<file path="config.mk">
export PLATFORM = sky130hd
export DESIGN_NAME = uiw_serial_core
export DESIGN_NICKNAME = d
export VERILOG_FILES = /design/src/design/uiw_pkg.sv /design/src/design/uiw_serial_core.sv /design/src/design/uiw_tick_gen.sv
export SDC_FILE = /design/constraint.sdc
export NUM_CORES = 1
export LEC_CHECK = 0
export BUFFER_PORTS_ARGS = -buffer_cell sky130_fd_sc_hd__buf_4
export CAP_MARGIN = 20
export CORE_MARGIN = 1
export CORE_UTILIZATION = 46
export CTS_CLUSTER_SIZE = 25
export DETAILED_ROUTE_END_ITERATION = 8
export PLACE_DENSITY = 0.66
export RECOVER_POWER = 50
export SETUP_SLACK_MARGIN = 0.5
export SLEW_MARGIN = 30
export SYNTH_ARGS = -nofsm -noshare
export SYNTH_HDL_FRONTEND = slang
export SYNTH_HIERARCHICAL = 1
export SYNTH_SLANG_ARGS = --single-unit
export TNS_END_PERCENT = 30
</file>
<file path="constraint.sdc">
create_clock -name clock -period 2.7 [get_ports clock]
set_input_delay 0.27 -clock clock [delete_from_list [all_inputs] [get_ports clock]]
set_output_delay 0.27 -clock clock [all_outputs]
set_load 0.02 [all_outputs]
</file>
<file path="src/design/uiw_pkg.sv">
/*
  Shared constants and types of the serial receiver support block:
  register offsets, bit positions, reset values and frame timing.
  Assumes a 32-bit AXI4-Lite register bus and a 16x bit-time tick.
*/
`default_nettype none
package uiw_pkg;
  // Register byte offsets
  localparam logic [3:0] OFS_CTRL   = 4'h0;
  localparam logic [3:0] OFS_STATUS = 4'h4;
  localparam logic [3:0] OFS_DATA   = 4'h8;
  localparam logic [3:0] OFS_BAUD   = 4'hC;
  // Control field positions
  localparam int CB_RX_ON   = 0;
  localparam int CB_TX_ON   = 1;
  localparam int CB_LONGFR  = 2;
  localparam int CB_ILT     = 3;
  localparam int CB_IDLE_IRQ_ENABLE    = 4;
  localparam int CB_SLEEP   = 5;
  localparam int CB_WAKE    = 6;
  localparam int CB_LOOP    = 7;
  localparam int CB_RIE     = 8;
  // Status field positions
  localparam int SB_TXE     = 0;
  localparam int SB_TXDONE  = 1;
  localparam int SB_RXFULL  = 2;
  localparam int SB_IDLE    = 3;
  localparam int SB_OVR     = 4;
  localparam int SB_FRM     = 5;
  // Reset values
  localparam logic [8:0]  CTRL_RST = 9'h000;
  localparam logic [15:0] BAUD_RST = 16'h0001;
  // Frame timing in bit-times, and oversampling phases
  localparam logic [3:0] FRAME_SHORT = 4'hA;
  localparam logic [3:0] FRAME_LONG  = 4'hB;
  localparam logic [3:0] PH_MID      = 4'h7;
  localparam logic [3:0] PH_END      = 4'hF;
  localparam logic [1:0] RESP_OKAY   = 2'h0;
  localparam logic [1:0] RESP_SLVERR = 2'h2;
  // Control register carrier
  typedef struct packed {
    logic rx_irq_enable;
    logic feedback_select;
    logic wake_addr;
    logic rx_sleep_bit;
    logic idle_irq_enable;
    logic idle_type_select;
    logic frame_nine;
    logic transmit_on;
    logic rx_on;
  } uiw_ctrl_type;
  // Receiver states
  typedef enum logic [1:0] {
    RX_IDLE  = 2'b00,
    RX_START = 2'b01,
    RX_DATA  = 2'b10,
    RX_STOP  = 2'b11
  } uiw_rx_state_type;
endpackage
`default_nettype wire

</file>
<file path="src/design/uiw_serial_core.sv">
/*
  Serial interface core: receiver with idle-line detection and sleep
  wake-up, a small transmitter, internal loopback and an AXI4-Lite
  register slave. Assumes rx_pin is asynchronous to clock.
*/
// Chosen here: the AXI4-Lite register port and the placing of the registers.
// Summary of operation
// - Idle is ones run of frame length
// - Idle detect on whenever receiver enabled, type-selectable, sets flag
// - Short mode counts every one bit-time
// - Long mode counts only after stop bit
// - Short mode: one extra one after all-ones frame flags idle
// - Idle interrupt when enabled and flag set
// - Status read then data read clears idle
// - Idle rearms only after a received frame
// - Sleep suppresses receiver flags and interrupts
// - Sleep bit writable, hardware clears on wake
// - Wake type zero idle, one address mark
// - Idle wake clears sleep, next frame normal
// - MSB-set frame wakes and is received normally
// - Loopback feeds tx into rx, pin idles high
// - After reset no serial activity until enabled
// - Status read then data write clears tx flags
// - Frame select picks eight or nine data bits
// - Stop bit moves shifter to holding register
// - Status read arms, data read clears flags
`timescale 1ns/100ps
`default_nettype none
module uiw_serial_core #(
  parameter int DIV_W = 16
) (
  // Clock and reset
  input  wire logic        clock,
  input  wire logic        sys_rst,
  // AXI4-Lite write channels
  input  wire logic [3:0]  s_axi_awaddr,
  input  wire logic        s_axi_awvalid,
  output logic             s_axi_awready,
  input  wire logic [31:0] s_axi_wdata,
  input  wire logic [3:0]  s_axi_wstrb,
  input  wire logic        s_axi_wvalid,
  output logic             s_axi_wready,
  output logic [1:0]       s_axi_bresp,
  output logic             s_axi_bvalid,
  input  wire logic        s_axi_bready,
  // AXI4-Lite read channels
  input  wire logic [3:0]  s_axi_araddr,
  input  wire logic        s_axi_arvalid,
  output logic             s_axi_arready,
  output logic [31:0]      s_axi_rdata,
  output logic [1:0]       s_axi_rresp,
  output logic             s_axi_rvalid,
  input  wire logic        s_axi_rready,
  // Serial pins and interrupt request
  input  wire logic        rx_pin,
  output logic             tx_pin,
  output logic             irq_req
);
  initial begin
    if (DIV_W < 2 || DIV_W > 16) $error("uiw_serial_core: bad DIV_W");
  end

  // Registers and flags
  uiw_pkg::uiw_ctrl_type ctrl_r, ctrl_nxt;
  logic [DIV_W-1:0] baud_r, baud_nxt;      // Tick divisor
  logic [5:0]  stat_r, stat_nxt;           // Status flags
  logic [5:0]  snap_r, snap_nxt;           // Flags seen at status read
  logic        tx_arm_r, tx_arm_nxt;       // Status read before data write
  logic [8:0]  hold_r, hold_nxt;           // Receive holding register
  logic [8:0]  txd_r, txd_nxt;             // Transmit data register
  logic        idle_arm_r, idle_arm_nxt;   // Idle flag may be set again
  // Bus handshake state
  logic        aw_got_r, aw_got_nxt, w_got_r, w_got_nxt;
  logic [3:0]  awa_r, awa_nxt;
  logic [31:0] wd_r, wd_nxt;
  logic [3:0]  ws_r, ws_nxt;
  logic        bv_nxt, rv_nxt, irq_nxt;
  logic [1:0]  br_nxt, rr_nxt;
  logic [31:0] rd_nxt;
  // Receiver state
  uiw_pkg::uiw_rx_state_type rx_st_r, rx_st_nxt;
  logic [3:0]  rph_r, rph_nxt;             // Oversample phase
  logic [3:0]  rbit_r, rbit_nxt;           // Data bits taken
  logic [8:0]  rsh_r, rsh_nxt;             // Receive shifter
  logic [3:0]  ones_r, ones_nxt;           // Run of one bit-times
  // Transmitter state
  logic        tbusy_r, tbusy_nxt;
  logic [3:0]  tph_r, tph_nxt, tleft_r, tleft_nxt;
  logic [10:0] tsh_r, tsh_nxt;
  logic        txp_nxt;
  // Pin synchroniser and tick
  logic        s1_r, s2_r, s3_r, rxs_r, rxs_nxt;
  logic        tick;

  uiw_tick_gen #(.DIV_W(DIV_W)) u_tick (
    .clock   (clock),
    .sys_rst (sys_rst),
    .divisor (baud_r),
    .tick    (tick)
  );

  // Byte-lane merge for register writes
  function automatic logic [31:0] merge(input logic [31:0] old,
                                        input logic [31:0] nw,
                                        input logic [3:0]  st);
    logic [31:0] r;
    r = old;
    for (int i = 0; i < 4; i++) begin
      if (st[i]) r[i*8 +: 8] = nw[i*8 +: 8];
    end
    return r;
  endfunction

  // Local views
  logic        bit_ev, bit_val, frame_ev, stop_ok, idle_det;
  logic        tx_line, rx_in, wr_go, rd_go, asleep;
  logic [3:0]  fsize;
  logic [31:0] cmerge;

  // Next-state logic for bus, registers, receiver and transmitter
  always_comb begin
    ctrl_nxt = ctrl_r;  baud_nxt = baud_r;  stat_nxt = stat_r;
    snap_nxt = snap_r;  tx_arm_nxt = tx_arm_r;  hold_nxt = hold_r;
    txd_nxt = txd_r;  idle_arm_nxt = idle_arm_r;
    aw_got_nxt = aw_got_r;  w_got_nxt = w_got_r;  awa_nxt = awa_r;
    wd_nxt = wd_r;  ws_nxt = ws_r;  bv_nxt = s_axi_bvalid;
    br_nxt = s_axi_bresp;  rv_nxt = s_axi_rvalid;
    rr_nxt = s_axi_rresp;  rd_nxt = s_axi_rdata;
    rx_st_nxt = rx_st_r;  rph_nxt = rph_r;  rbit_nxt = rbit_r;
    rsh_nxt = rsh_r;  ones_nxt = ones_r;  tbusy_nxt = tbusy_r;
    tph_nxt = tph_r;  tleft_nxt = tleft_r;  tsh_nxt = tsh_r;
    bit_ev = 1'b0;  bit_val = 1'b1;  frame_ev = 1'b0;
    stop_ok = 1'b0;  idle_det = 1'b0;
    cmerge = merge({23'h000000, ctrl_r}, wd_r, ws_r);
    asleep = ctrl_r.rx_sleep_bit;
    fsize = ctrl_r.frame_nine ? uiw_pkg::FRAME_LONG
                              : uiw_pkg::FRAME_SHORT;
    // Two flops agreeing update the line level
    rxs_nxt = (s2_r == s3_r) ? s3_r : rxs_r;
    tx_line = tbusy_r ? tsh_r[0] : 1'b1;
    rx_in = ctrl_r.feedback_select ? tx_line : rxs_r;
    txp_nxt = ctrl_r.feedback_select ? 1'b1 : tx_line;

    // Write address and data are taken in either order
    if (s_axi_awvalid && s_axi_awready) begin
      aw_got_nxt = 1'b1;
      awa_nxt = s_axi_awaddr;
    end
    if (s_axi_wvalid && s_axi_wready) begin
      w_got_nxt = 1'b1;
      wd_nxt = s_axi_wdata;
      ws_nxt = s_axi_wstrb;
    end
    if (s_axi_bvalid && s_axi_bready) bv_nxt = 1'b0;
    if (s_axi_rvalid && s_axi_rready) rv_nxt = 1'b0;
    wr_go = aw_got_r && w_got_r && !s_axi_bvalid;
    rd_go = s_axi_arvalid && s_axi_arready;

    // Transmitter: shifts a loaded frame at the bit rate
    if (!tbusy_r && ctrl_r.transmit_on && !stat_r[uiw_pkg::SB_TXE]) begin
      tbusy_nxt = 1'b1;
      tph_nxt = 4'h0;
      stat_nxt[uiw_pkg::SB_TXE] = 1'b1;
      if (ctrl_r.frame_nine) begin
        tsh_nxt = {1'b1, txd_r, 1'b0};
        tleft_nxt = uiw_pkg::FRAME_LONG;
      end else begin
        tsh_nxt = {2'b11, txd_r[7:0], 1'b0};
        tleft_nxt = uiw_pkg::FRAME_SHORT;
      end
    end else if (tbusy_r && tick) begin
      tph_nxt = tph_r + 4'h1;
      if (tph_r == uiw_pkg::PH_END) begin
        tsh_nxt = {1'b1, tsh_r[10:1]};
        tleft_nxt = tleft_r - 4'h1;
        if (tleft_r == 4'h1) begin
          tbusy_nxt = 1'b0;
          // Done only when nothing else is waiting to go out
          if (stat_r[uiw_pkg::SB_TXE]) stat_nxt[uiw_pkg::SB_TXDONE] = 1'b1;
        end
      end
    end

    // Receiver bit processor, held quiet until enabled
    if (!ctrl_r.rx_on) begin
      rx_st_nxt = uiw_pkg::RX_IDLE;
      rph_nxt = 4'h0;
      ones_nxt = 4'h0;
    end else if (tick) begin
      rph_nxt = rph_r + 4'h1;
      unique case (rx_st_r)
        uiw_pkg::RX_IDLE: begin
          if (!rx_in) begin
            rx_st_nxt = uiw_pkg::RX_START;
            rph_nxt = 4'h0;
          end else if (rph_r == uiw_pkg::PH_END) begin
            bit_ev = 1'b1;              // Idle bit-time of ones
          end
        end
        uiw_pkg::RX_START: begin
          if (rph_r == uiw_pkg::PH_MID) begin
            rph_nxt = 4'h0;
            rbit_nxt = 4'h0;
            // A glitch shorter than half a bit is ignored
            rx_st_nxt = rx_in ? uiw_pkg::RX_IDLE : uiw_pkg::RX_DATA;
            bit_ev = !rx_in;
            bit_val = 1'b0;
          end
        end
        uiw_pkg::RX_DATA: begin
          if (rph_r == uiw_pkg::PH_END) begin
            bit_ev = 1'b1;
            bit_val = rx_in;
            rsh_nxt = {rx_in, rsh_r[8:1]};
            rbit_nxt = rbit_r + 4'h1;
            if (rbit_r == (ctrl_r.frame_nine ? 4'h8 : 4'h7))
              rx_st_nxt = uiw_pkg::RX_STOP;
          end
        end
        uiw_pkg::RX_STOP: begin
          if (rph_r == uiw_pkg::PH_END) begin
            bit_ev = 1'b1;
            bit_val = rx_in;
            frame_ev = 1'b1;
            stop_ok = rx_in;
            rx_st_nxt = uiw_pkg::RX_IDLE;
          end
        end
      endcase
    end

    // Run counter of ones; long mode counts only past the stop bit
    if (bit_ev) begin
      if (!bit_val) begin
        ones_nxt = 4'h0;
      end else if (ctrl_r.idle_type_select &&
                   rx_st_r != uiw_pkg::RX_IDLE) begin
        ones_nxt = 4'h0;
      end else if (ones_r < fsize) begin
        ones_nxt = ones_r + 4'h1;
        idle_det = (ones_r + 4'h1) == fsize;
      end
    end

    // Wake-up clears the sleep bit
    if (asleep && idle_det && !ctrl_r.wake_addr)
      ctrl_nxt.rx_sleep_bit = 1'b0;
    if (asleep && frame_ev && ctrl_r.wake_addr && rsh_nxt[8]) begin
      ctrl_nxt.rx_sleep_bit = 1'b0;
      asleep = 1'b0;              // This frame is received normally
    end

    // Register side effects: status read arms, data access clears
    if (rd_go) begin
      rv_nxt = 1'b1;
      rr_nxt = uiw_pkg::RESP_OKAY;
      rd_nxt = 32'h00000000;
      unique case (s_axi_araddr)
        uiw_pkg::OFS_CTRL:   rd_nxt = {23'h000000, ctrl_r};
        uiw_pkg::OFS_STATUS: begin
          rd_nxt = {26'h0000000, stat_r};
          snap_nxt = stat_r;
          tx_arm_nxt = 1'b1;
        end
        uiw_pkg::OFS_DATA: begin
          rd_nxt = {23'h000000, hold_r};
          // Clear only flags that the armed status read saw
          stat_nxt[5:2] = stat_r[5:2] & ~snap_r[5:2];
          snap_nxt = 6'h00;
        end
        uiw_pkg::OFS_BAUD:   rd_nxt = 32'(baud_r);
        default:             rr_nxt = uiw_pkg::RESP_SLVERR;
      endcase
    end
    if (wr_go) begin
      aw_got_nxt = 1'b0;
      w_got_nxt = 1'b0;
      bv_nxt = 1'b1;
      br_nxt = uiw_pkg::RESP_OKAY;
      unique case (awa_r)
        uiw_pkg::OFS_CTRL: begin
          ctrl_nxt = cmerge[8:0];
        end
        uiw_pkg::OFS_DATA: begin
          txd_nxt = 9'(merge({23'h000000, txd_r}, wd_r, ws_r));
          if (tx_arm_r) begin
            stat_nxt[uiw_pkg::SB_TXE] = 1'b0;
            stat_nxt[uiw_pkg::SB_TXDONE] = 1'b0;
            tx_arm_nxt = 1'b0;
          end
        end
        uiw_pkg::OFS_BAUD:
          baud_nxt = DIV_W'(merge(32'(baud_r), wd_r, ws_r));
        uiw_pkg::OFS_STATUS: ;
        default: br_nxt = uiw_pkg::RESP_SLVERR;
      endcase
    end

    // Receive flags are set after the clears, so a new receive event is never lost
    if (frame_ev && !asleep) begin
      if (stat_r[uiw_pkg::SB_RXFULL] && !stat_nxt[uiw_pkg::SB_RXFULL]
          || !stat_r[uiw_pkg::SB_RXFULL]) begin
        hold_nxt = ctrl_r.frame_nine ? rsh_nxt : {1'b0, rsh_nxt[8:1]};
        stat_nxt[uiw_pkg::SB_RXFULL] = 1'b1;
        stat_nxt[uiw_pkg::SB_FRM] = !stop_ok;
        idle_arm_nxt = 1'b1;
      end else begin
        stat_nxt[uiw_pkg::SB_OVR] = 1'b1;
      end
    end
    if (idle_det && !ctrl_r.rx_sleep_bit && idle_arm_r) begin
      stat_nxt[uiw_pkg::SB_IDLE] = 1'b1;
      idle_arm_nxt = 1'b0;
    end
    irq_nxt = !ctrl_r.rx_sleep_bit &&
              (ctrl_r.idle_irq_enable && stat_r[uiw_pkg::SB_IDLE] ||
               ctrl_r.rx_irq_enable && stat_r[uiw_pkg::SB_RXFULL]);
  end

  // Register stage for all state except the ready flags
  always_ff @(posedge clock) begin
    if (sys_rst) begin
      ctrl_r <= uiw_pkg::CTRL_RST;         baud_r <= DIV_W'(uiw_pkg::BAUD_RST);
      stat_r <= 6'h03;    snap_r <= 6'h00;     tx_arm_r <= 1'b0;
      hold_r <= 9'h000;   txd_r <= 9'h000;     idle_arm_r <= 1'b1;
      aw_got_r <= 1'b0;   w_got_r <= 1'b0;     awa_r <= 4'h0;
      wd_r <= 32'h00000000;                    ws_r <= 4'h0;
      s_axi_bvalid <= 1'b0;  s_axi_bresp <= 2'h0;
      s_axi_rvalid <= 1'b0;  s_axi_rresp <= 2'h0;
      s_axi_rdata <= 32'h00000000;
      rx_st_r <= uiw_pkg::RX_IDLE;  rph_r <= 4'h0;  rbit_r <= 4'h0;
      rsh_r <= 9'h000;    ones_r <= 4'h0;      tbusy_r <= 1'b0;
      tph_r <= 4'h0;      tleft_r <= 4'h0;     tsh_r <= 11'h7FF;
      s1_r <= 1'b1;  s2_r <= 1'b1;  s3_r <= 1'b1;  rxs_r <= 1'b1;
      tx_pin <= 1'b1;     irq_req <= 1'b0;
    end else begin
      ctrl_r <= ctrl_nxt;  baud_r <= baud_nxt;  stat_r <= stat_nxt;
      snap_r <= snap_nxt;  tx_arm_r <= tx_arm_nxt;  hold_r <= hold_nxt;
      txd_r <= txd_nxt;    idle_arm_r <= idle_arm_nxt;
      aw_got_r <= aw_got_nxt;  w_got_r <= w_got_nxt;  awa_r <= awa_nxt;
      wd_r <= wd_nxt;      ws_r <= ws_nxt;
      s_axi_bvalid <= bv_nxt;  s_axi_bresp <= br_nxt;
      s_axi_rvalid <= rv_nxt;  s_axi_rresp <= rr_nxt;
      s_axi_rdata <= rd_nxt;
      rx_st_r <= rx_st_nxt;  rph_r <= rph_nxt;  rbit_r <= rbit_nxt;
      rsh_r <= rsh_nxt;    ones_r <= ones_nxt;  tbusy_r <= tbusy_nxt;
      tph_r <= tph_nxt;    tleft_r <= tleft_nxt;  tsh_r <= tsh_nxt;
      // Three-flop pin synchroniser; the first flop feeds only the second
      s1_r <= rx_pin;  s2_r <= s1_r;  s3_r <= s2_r;  rxs_r <= rxs_nxt;
      tx_pin <= txp_nxt;   irq_req <= irq_nxt;
    end
  end

  // Ready flags are registered: low while a transfer or its response
  // is pending, so no second write is taken under an open response
  always_ff @(posedge clock) begin
    if (sys_rst) begin
      s_axi_awready <= 1'b0;
      s_axi_wready  <= 1'b0;
      s_axi_arready <= 1'b0;
    end else begin
      s_axi_awready <= !aw_got_nxt && !bv_nxt;
      s_axi_wready  <= !w_got_nxt && !bv_nxt;
      s_axi_arready <= !rv_nxt && !rd_go;
    end
  end
endmodule
`default_nettype wire

</file>
<file path="src/design/uiw_tick_gen.sv">
/*
  Divider producing a one-cycle enable at sixteen times the bit rate.
  Assumes the divisor is held stable by software while a frame runs.
*/
`timescale 1ns/100ps
`default_nettype none
module uiw_tick_gen #(
  parameter int DIV_W = 16
) (
  // Clock and reset
  input  wire logic             clock,
  input  wire logic             sys_rst,
  // Divisor and tick
  input  wire logic [DIV_W-1:0] divisor,
  output logic                  tick
);
  initial begin
    if (DIV_W < 2) $error("uiw_tick_gen: DIV_W too small");
  end

  logic [DIV_W-1:0] cnt_r;    // Down counter
  logic [DIV_W-1:0] cnt_nxt;
  logic             tick_nxt;

  // Reload when the count is one or zero; a zero divisor behaves as one
  always_comb begin
    tick_nxt = 1'b0;
    cnt_nxt  = cnt_r - 1'b1;
    if (cnt_r <= 1) begin
      tick_nxt = 1'b1;
      cnt_nxt  = divisor;
    end
  end

  // Register stage
  always_ff @(posedge clock) begin
    if (sys_rst) begin
      cnt_r <= '0;
      tick  <= 1'b0;
    end else begin
      cnt_r <= cnt_nxt;
      tick  <= tick_nxt;
    end
  end
endmodule
`default_nettype wire

</file>
== Word-level counts from Yosys, hierarchy flattened ==
Cells that the tools add are included.
Operators by class
  add/sub/neg operators: 6
  magnitude comparators: 2
  eq/ne operators: 22
  muxes and demuxes: 105
  bitwise gates (word level): 3
  reductions and logical operators: 76
Operator list (count)
  one-hot mux 16 bit (4 select lines): 1
  two-way mux 4 bit: 15
  two-way mux 1 bit: 58
  two-way mux 9 bit: 5
  two-way mux 11 bit: 3
  logical AND 1 bit: 26
  equality test 4 bit (second input constant): 6
  two-way mux 2 bit: 12
  AND reduction 3 bit: 7
  nonzero test 2 bit: 10
  two-way mux 6 bit: 3
  adder 4 x 1 -> 4 bit (second input constant): 4
  <= comparator 16 x 1 -> 1 bit (second input constant): 1
  two-way mux 16 bit: 1
  one-hot mux 4 bit (2 select lines): 2
  subtractor 16 x 1 -> 16 bit (second input constant): 1
  logical NOT 1 bit: 15
  equality test 4 x 3 -> 1 bit (second input constant): 3
  one-hot mux 6 bit (2 select lines): 1
  two-way mux 10 bit: 1
  inequality test 2 bit (second input constant): 5
  AND reduction 2 bit: 5
  equality test 4 bit: 2
  logical NOT 4 bit: 2
  19 further kinds: 25
Word-level totals
  bits in registers: 188
  word-level logic and storage cells: 263

== Logic depth before layout (Yosys ltp) ==
Gate-level depths: netlist of the first run.
  depth after elaboration: 14
  gate-level depth with buffers: 8

== Hierarchy ==
Netlist of the first run, hierarchy kept.
Modules (own cells, without submodules)
  uiw_serial_core: times used 1, cells an instance 745, area each 6379.9 sq um, seq. area each 3002.9 sq um
  uiw_tick_gen: times used 1, cells an instance 107, area each 977.2 sq um, seq. area each 340.3 sq um

== Worst setup path before layout of the first run ==
No wires, ideal clock.
  kind: reg-to-reg
  from: register rph_r[0]
  to: register stat_r[3]
  library setup time: 70 ps
  arrival time: 1867 ps
  required time: 2630 ps
  slack: 763 ps
  cell stages (with the launch flop): 7
  buffers on the path: 0
  cells stage by stage: dfxtp_1 ha_1 nand4_4 nor2_2 or4_4 or4b_1 a21oi_1
On the way
  cells in the longest elaborated chain, start to end: 11
RTL lines
  from (decl): RTL line uiw_serial_core.sv:82  | logic [3:0] rph_r, rph_nxt;
  from (signal assigned): RTL line uiw_serial_core.sv:345  | rx_st_r <= rx_st_nxt; rph_r <= rph_nxt; rbit_r <= rbit_nxt;
  equality test 4 bit or equality test 4 x 3 -> 1 bit (tied branches)
  two-way mux 1 bit (on tied branches)
  two-way mux 1 bit or one-hot mux 1 bit (2 select lines) (tied branches): RTL line uiw_serial_core.sv:193, uiw_serial_core.sv:191
  one-hot mux 1 bit (3 select lines) or two-way mux 1 bit (tied branches): RTL line uiw_serial_core.sv:191, uiw_serial_core.sv:189
  two-way mux 1 bit (on tied branches): RTL line uiw_serial_core.sv:189, uiw_serial_core.sv:185
  two-way mux 1 bit (on tied branches): RTL line uiw_serial_core.sv:185, uiw_serial_core.sv:234
  two-way mux 1 bit *: RTL line uiw_serial_core.sv:233  | if (bit_ev) begin
  logical AND 1 bit * (2 in a row): RTL line uiw_serial_core.sv:311  | if (idle_det && !ctrl_r.rx_sleep_bit && idle_arm_r) begin
  nonzero test 2 bit (no source line)
  AND reduction 2 bit (no source line)
  to (signal assigned): RTL line uiw_serial_core.sv:337  | ctrl_r <= ctrl_nxt; baud_r <= baud_nxt; stat_r <= stat_nxt;
  to (decl): RTL line uiw_serial_core.sv:66  | logic [5:0] stat_r, stat_nxt;
Mark *: on every way between the ends. The rest lies on a longest branch, timed or not.
A chain may end at the register's enable or synchronous reset.

== Worst setup path in the final report of the first run ==
  from: input sys_rst
  to: register u_tick.tick
RTL lines
  from (decl): RTL line uiw_serial_core.sv:34  | input wire logic sys_rst,
  to (signal assigned): RTL line uiw_tick_gen.sv:42  | tick <= tick_nxt;
  to (decl): RTL line uiw_tick_gen.sv:15  | output logic tick
No word-level cell between the ends.

==> out/metrics.cfg, run 1 <==
[outcome]
status=finished with violations
violations=max-slew violations

[die]
start_util_pct=47.69
ioPinCount=95
die_area_um2=16500
dieHeight_um=128.5
coreArea_um2=15430
die_x_um=128.5
num_rows=45

[power]
p_seq_share_pct=43.1
switching_share_pct=30.94
comb_power_share_pct=18.3
switching_power_mw=1.976
leakagePower_nw=3.072
p_clk_share_pct=38.6
powerDensity_nw_per_um2=753.9
p_total_mw=6.386
vdd_ir_drop_max_uv=490.3
p_int_mw=4.410

[cts]
h-tree-depth=4
cts_buffer_depth=2
cts_buffers=17
path_clk_slew_ns=0.07
cts_root_buf=clkbuf_16
cts_tree=done
holdBufCountCts=0
clk_latency_ns=0.44
cts_sinks=167

[yosys]
yosysTopAreaCellShare_pct=45.44
synth_largest_area_cell=dfxtp_1
synth.area.top_cells=dfxtp_1 (45%), a21oi_1 (6.0%), nand2_1 (5.5%), mux2i_1 (4.9%), nor2_1 (4.0%)
ys_warn_count=6
yosysSeqAreaShare_pct=45.44
synthArstFlopShare_pct=0
syn_area_um2=7357
synthCells=852
synth_ff_type=dfxtp_1
synth-edff-count=0
synth.avg_cell_area_um2=8.635
synth-seq-cells=167
netlist-cell-type-count=68

[routing]
via_per_inst=5.400
first_pass_iters=4
wire_per_inst_um=15.06
postRouteAntennaNets=0
routed-via-count=6064
drcViolationCount=0
drtIter0Drc=387
routed_wl_mm=16.91

[cells_and_area]
nNetsFinal=960
drive_gt1_share_pct=14.25
insertedDiodeCount=0
final_util_pct=54.91
areaGrowthSynthToFinish_pct=15.14

[grt]
grt_start_max_net_pins=75
grt_use_total_pct=21.34
grt_first_pass_wirelength_mm=27.66
overflow=0
antenna_found_initial=0
first_global_vias=5512

[setup_path]
timing.rr.start=rph_r[0]
cp.arrival_ns=2.40
end_kind=flop
crit_start=sys_rst
cp-start-kind=input port
cp.required_ns=2.96
crit_path_max_fanout=74
reg2reg_slack_ns=0.60
worstSetupPathType=in2reg

[sta]
fin_worst_skew_ns=0.01037
setup_tns_ns=0
slew_violations=66
hold_viol=0
setup_violations=0
worstMarginPinSlew_ns=1.502
worst_slack_ns=0.5565
slew_headroom_pct=-0.1645
clock.fmax_mhz=466.5
fin_crit_ns=2.143
rsz0062_at_grt=false
hold_slack_ns=0.01852
fin_crit_sh_pct=79.39

[placed_design]
portBuffers=58
globalplace.congestion=0.7996
hpwlAfterDp_mm=11.54
post-place-ws_ns=0.4198

[worst_hold_path]
hold_path_class=in2reg
hold_start=rx_pin

[flow_run]
maxCapViolations=0

==> stage by stage <==
stage | std cells | instance area, µm²
finish | 1123 | 8471
global route | 1123 | 8471
CTS | 1123 | 8579
detailed placement | 1091 | 7973
global placement | 1091 | 7965
floorplan | 869 | 7421
==> power by group through the flow <==
stage	clock network, mW	registers, mW	logic, mW
3_5_place_dp	0	2.80	1.16
6_report	2.46	2.75	1.17
2_1_floorplan	0	2.78	0.944
3_3_place_gp	0	2.80	1.15
5_1_grt	2.63	2.77	1.29
4_1_cts	2.51	2.75	1.17
==> layout by cell type (no fill, tap or decap), types with 15 or more instances in the layout <==
master,instances
a211oi_1,15
a21oi_1,88
a22oi_1,21
buf_4,51
clkbuf_1,27
clkbuf_16,17
conb_1,18
dfxtp_1,167
mux2i_1,35
nand2_1,108
nand3_1,38
nor2_1,79
nor3_1,33
or2_2,15
==> area by class of cell <==
type / instances / area, µm²
fillers: 1500 / 6957
flip-flops and latches: 167 / 3343
inverters: 11 / 41.29
multi-input cells: 622 / 3724
clock buffers: 17 / 425.4
clock inverters: 15 / 178.9
well taps: 211 / 264.0
repair buffers: 80 / 494.2
==> sequential cells by signal, summed over array words and instances, names as in the netlist, 10 cells and up, named ones only <==
signal and flops:
baud_r 16, s_axi_rdata 16, tsh_r 10, u_tick/cnt_r 16, wd_r 16
==> synthesized netlist by cell type (7+ instances only) <==
library cell,n
nor2_1,79
inv_1,11
nand2b_1,7
xor2_1,9
xnor2_1,14
and3_1,7
o21ai_0,11
and2_1,7
nor4_1,7
nand2_1,108
clkbuf_1,39
dfxtp_1,167
nand3_1,38
buf_4,18
buf_2,7
mux2i_1,36
ha_1,9
nor3_1,33
or2_2,15
a31oi_1,9
a211oi_1,15
a22o_1,8
a21oi_1,88
a22oi_1,21
==> critical path, cell delays in order <==
cell and delay (ns):
clkbuf_2 1.05, clkbuf_2 0.85, nor4_1 0.20
==> logic make-up (layout without fill, tap and decap cells) <==
logic type	Yosys count	count (layout)	synth area share, %
AND/OR/NAND/NOR	357	357	24.76
AO/OA/AOI/OAI	179	179	15.24
flip-flops	167	167	45.44
buffers and inverters	80	123	5.340
multiplexers	36	36	4.898
XOR/XNOR	23	23	2.738
adder cells (fa/ha/maj)	9	9	1.531
other	1	18	0.05097
==> what timing repair did <==
action / 4_1_cts / 5_1_grt
setup endpoints to repair: 8 / 8
gates resized for setup: 1 / 5
gates cloned: 0 / 0
pin swaps: 0 / 0
setup buffers: 0 / 0
==> routing by layer <==
| layer | part of all wire (%) | vias to the layer above | track usage [%] |
|---|---|---|---|
| li1 | - | 3077 | - |
| met1 | 50 | 2849 | 30.50 |
| met2 | 45 | 124 | 32.24 |
| met3 | 3.9 | 14 | 4.782 |
| met4 | 0.80 | 0 | 5.813 |
| met5 | 0 | - | 0 |
==> worst paths after layout <==
| check | to | cells after the start |
|---|---|---|
| setup / recovery | u_tick/tick | 3 |
| hold / removal | s1_r | 2 |
| setup reg to reg | stat_r[3] | 6 |
| hold reg to reg | s2_r | 1 |
(Power assumes the default switching activity.)
==> run 2, diff against run 1 <==
PLACE_DENSITY = 0.68   (was 0.66)
clock period = 1.85 ns   (was 2.7 ns; I/O delays follow)
==> out/metrics.cfg, run 2 (synthesis gave the netlist of run 1 again) <==
[power]
powerDensity_nw_per_um2=1044
leakagePower_nw=3.594
vdd_ir_drop_max_uv=930.9
p_total_mw=10.92

[setup_path]
critPathMaxStageDelay_ns=0.47
reg2reg_slack_ns=-0.15
crit_end=stat_r[3]
worstRegToRegCells=6
path_depth=6
cp.arrival_ns=2.37
worstSetupPathType=reg2reg
cp-start-kind=flop
cp_top_family=simple AND/OR/NAND/NOR gates
cp_slowest_cell=or4b_1
crit_path_max_fanout=4
end_kind=flop
crit_chain=ha_4 > xnor2_1 > nand4b_1 > or4_4 > or4b_1 > a21oi_1
critPathBufInv=0
timing.rr.start=ones_r[0]
timing.rr.end=stat_r[3]
cp.required_ns=2.22
crit_start=ones_r[0]

[cells_and_area]
areaGrowthSynthToFinish_pct=42.09
nNetsFinal=1045
design_area_um2=10450
final_cell_mix=dfxtp_1 (142), buf_4 (81), nor2_1 (74), a21oi_1 (70), nand2_1 (68)
fill_cells=1212
drive_gt1_share_pct=36.91
insertedDiodeCount=0
final_common_cell=dfxtp_1

[die]
ioPinCount=95
dieHeight_um=128.5
num_rows=45
start_util_pct=47.69
die_x_um=128.5
coreArea_um2=15430
die_area_um2=16500

[grt]
grt_use_total_pct=24.60
grt_first_pass_wirelength_mm=31.97
antenna_found_initial=0
grt_start_max_net_pins=44
overflow=0
first_global_vias=6380

[sta]
slew_headroom_pct=42.77
worst_slack_ns=-0.1530
worstMarginPinSlew_ns=0.8584
clock.fmax_mhz=499.3
hold_viol=1
rsz0062_at_grt=true
setup_violations=3
fin_crit_ns=2.003
slew_violations=0
fin_worst_skew_ns=0.009790
fin_crit_sh_pct=108.3
hold_slack_ns=-0.004004

[routing]
postRouteAntennaNets=0
drcViolationCount=0
routed-via-count=6694
via_per_inst=5.541
routed_wl_mm=20.44
first_pass_iters=5
wire_per_inst_um=16.92
drtIter0Drc=422

[cts]
cts_buffer_depth=2
h-tree-depth=4
cts_root_buf=clkbuf_16
clk_latency_ns=0.44
cts_sinks=167
cts_buffers=17
path_clk_slew_ns=0.07
cts_tree=done

[placed_design]
post-place-ws_ns=-0.07535
globalplace.congestion=0.8146
portBuffers=58
hpwlAfterDp_mm=12.39
post_dp_cell_area_um2=8486

[worst_hold_path]
hold_start=s_axi_wdata[14]
hold_path_class=in2reg

[outcome]
status=finished with violations
violations=negative hold slack, negative setup slack

[flow_run]
maxCapViolations=0

==> run 2: changes by cell type in the layout (fill, tap and decap cells not counted), moves of 15 or more <==
cell	change
buf_6	+25
buf_4	+30
nand2_1	-40
nor3_4	+17
a21oi_1	-18
nor3_1	-20
nand2_2	+26
a21oi_2	+15
dfxtp_2	+15
dlygate4sd3_1	+18
dfxtp_1	-25
==> run 2: final cells by class <==
class	instances	area, µm²	area share, %
multi-input combinational	623	4851	46.40
sequential	167	3400	32.52
timing repair buffer	164	1339	12.81
clock buffer	19	432.9	4.141
tap	211	264.0	2.525
clock inverter	13	121.4	1.161
inverter	11	46.29	0.4428
==> run 2: repair_timing <==
action	CTS	global route
endpoints found under the hold margin	18	0
gates cloned	1	2
gates resized for setup	172	96
pin swaps	124	149
hold buffers	18	0
setup endpoints to repair	107	112
setup buffers	15	13
==> run 2: power by group <==
group          internal [mW]  switching, mW  total [mW]
Combinational           1.56           1.77        3.33
Sequential              3.82          0.350        4.17
Clock                   1.78           1.63        3.42
Total                   7.16           3.75        10.9
==> run 2: worst min-delay path, cell delays in order <==
cell and delay [ns]:
buf_4 0.11, nand2_1 0.05, a21oi_1 0.05
==> run 2: worst min path at each step <==
stage,cells past startpoint,slack (ns),to
2_1_floorplan,1,0.29,s1_r
3_3_place_gp,2,0.37,s1_r
3_5_place_dp,2,0.38,s1_r
4_1_cts,3,0.002,awa_r[3]
5_1_grt,3,0.009,wd_r[14]
6_report,3,-0.004,wd_r[14]
==> run 2: through the flow <==
stage          instances  setup TNS [ns]  utilization (%)
2_1_floorplan        869               0                -
6_report            1208         -0.2512            67.76
5_1_grt             1208          -1.017            67.76
3_3_place_gp        1127         -0.2517            55.00
4_1_cts             1193        -0.03428            65.46
3_5_place_dp        1127         -0.6897            55.00
==> run 2: per-layer routing <==
layer	up-vias	global-route usage [%]	part of all wire [%]	routed length [µm]
met3	40	4.823	4.7	958
met4	0	9.758	2.5	505
met2	204	40.51	49	9939
met1	3213	31.73	44	9040
li1	3237	-	-	-
met5	-	0	0	0
==> run 3, diff against run 2 <==
SYNTH_HIERARCHICAL = not set   (was 1)
==> out/metrics.cfg, run 3 <==
[outcome]
status=finished clean

[setup_path]
worstSetupPathType=reg2reg
cp.arrival_ns=2.15
cp.required_ns=2.19
end_kind=flop
cp_top_family=simple AND/OR/NAND/NOR gates
critPathMaxStageDelay_ns=0.55
cp-start-kind=flop
crit_path_max_fanout=5
critPathBufInv=1
crit_chain=or4_4 > nor4_4 > nand4_4 > buf_2 > a211oi_2
reg2reg_slack_ns=0.04
cp_slowest_cell=or4_4

[placed_design]
placedCellCount=1094
globalplace.congestion=0.8390
hpwlAfterDp_mm=11.79
post-place-ws_ns=0.04201
portBuffers=58
post_dp_cell_area_um2=8189

[routing]
wire_per_inst_um=15.69
highest_layer=met4
drcViolationCount=0
drtIter0Drc=367
postRouteAntennaNets=0
via_per_inst=5.408
routed-via-count=6257
first_pass_iters=5
wl_met1_mm=8.424
wl_met2_mm=8.703
routed_wl_mm=18.16
wl_met3_um=823

[yosys]
synth_ff_type=dfxtp_1
yosysTopAreaCellShare_pct=45.68
synth_largest_area_cell=dfxtp_1
synth-edff-count=0
synth.area.top_cells=dfxtp_1 (46%), mux2i_1 (6.4%), nor2_1 (5.9%), nand2_1 (5.1%), a21oi_1 (3.9%)
synth.avg_cell_area_um2=8.840
synth-seq-cells=167
syn_area_um2=7320
netlist-cell-type-count=64
ys_warn_count=0
synth.top_cells.by_count=dfxtp_1 (167), nor2_1 (115), nand2_1 (99)
synthCells=828
yosysSeqAreaShare_pct=45.68
synthArstFlopShare_pct=0
synth_most_common_cell=dfxtp_1

[cells_and_area]
insertedDiodeCount=0
areaGrowthSynthToFinish_pct=32.24
final_cell_mix=dfxtp_1 (151), nor2_1 (101), nand2_1 (86), buf_4 (75), a21oi_1 (49)
design_area_um2=9679
drive_gt1_share_pct=31.08
nNetsFinal=995
final_common_cell=dfxtp_1
final_cells=1157

[worst_hold_path]
hold_path_class=in2reg

[sta]
setup_violations=0
fin_worst_skew_ns=0.006722
worst_slack_ns=0.04313
worstMarginPinSlew_ns=0.8402
setup_tns_ns=0
hold_viol=0
slew_headroom_pct=43.98
slew_violations=0
fin_crit_sh_pct=97.67
rsz0062_at_grt=true
clock.fmax_mhz=553.4
fin_crit_ns=1.807

[grt]
grt_start_max_net_pins=84
grt_first_pass_wirelength_mm=28.08
first_global_vias=5702
antenna_found_initial=0
overflow=0
grt_use_total_pct=21.66

[die]
die_x_um=128.1
num_rows=45
coreArea_um2=15370
ioPinCount=95
dieHeight_um=128.1
start_util_pct=47.62
die_area_um2=16420

[cts]
cts_root_buf=clkbuf_16
cts_tree=done
cts_sinks=167
cts_buffers=17
h-tree-depth=4
clk_latency_ns=0.42
path_clk_slew_ns=0.06
cts_buffer_depth=2

[power]
vdd_ir_drop_max_uv=666.8
leakagePower_nw=3.790
powerDensity_nw_per_um2=995.3
p_total_mw=9.633

[flow_run]
maxCapViolations=0

==> run 3: worst paths after layout <==
check | cells past startpoint | start | to
setup / recovery | 5 | u_tick.cnt_r[11] | u_tick.cnt_r[0]
hold / removal | 3 | s_axi_wdata[4] | wd_r[4]
setup reg to reg | 5 | u_tick.cnt_r[11] | u_tick.cnt_r[0]
hold reg to reg | 1 | s1_r | s2_r
==> run 3: through the flow <==
stage | hold WS (ns) | util (%)
3_5_place_dp | 0.3769 | 53.28
4_1_cts | 0.002340 | 59.32
5_1_grt | 0.005593 | 62.97
3_3_place_gp | 0.3732 | 53.28
2_1_floorplan | 0.2888 | -
6_report | 0.01803 | 62.97
==> run 3: routing by layer <==
| metal | GRT usage, % | vias up |
|---|---|---|
| li1 | - | 3070 |
| met2 | 34.85 | 157 |
| met1 | 29.48 | 3013 |
| met3 | 4.633 | 17 |
| met4 | 5.536 | 0 |
| met5 | 0 | - |
==> run 3: area by class of cell <==
type                            count  area [µm²]
Clock buffer                       18       429.2
Clock inverter                     13       180.2
Fill cell                        1312        5692
Inverter                           13       48.80
Multi-Input combinational cell    601        4347
Sequential cell                   167        3383
Tap cell                          211       264.0
Timing Repair Buffer              134        1027
==> run 3: power by group <==
part	switching, mW	total (mW)	leakage, nW	internal (mW)
Clock	1.45	3.69	0.292	2.25
Sequential	0.239	4.03	1.36	3.79
Combinational	1.01	1.91	2.14	0.903
==> run 3: logic make-up (layout without fill, tap and decap cells) <==
kind of cell               count (synthesis)  in the layout  synth area share (%)
AOI/OAI and AO/OA                        149            149                 13.40
DFF                                      167            167                 45.68
and+or+nand+nor                          342            343                 22.62
xor gates and xnor gates                  24             24                 2.872
adders and majority gates                  9              9                 1.538
muxes                                     58             58                 8.581
buffers and inverters                     78            178                 5.265
other                                      1             18               0.05123
==> run 3: worst min-delay path: stages <==
cell	delay, ns
buf_4	0.11
nand2_1	0.05
a21oi_1	0.05
==> run 3: repair_timing <==
item,4_1_cts,5_1_grt
hold buffers,5,0
buffers inserted,12,13
resized for setup,42,154
gates cloned,1,1
setup endpoints to repair,115,119
hold endpoints to repair,5,0
pin swaps,8,84
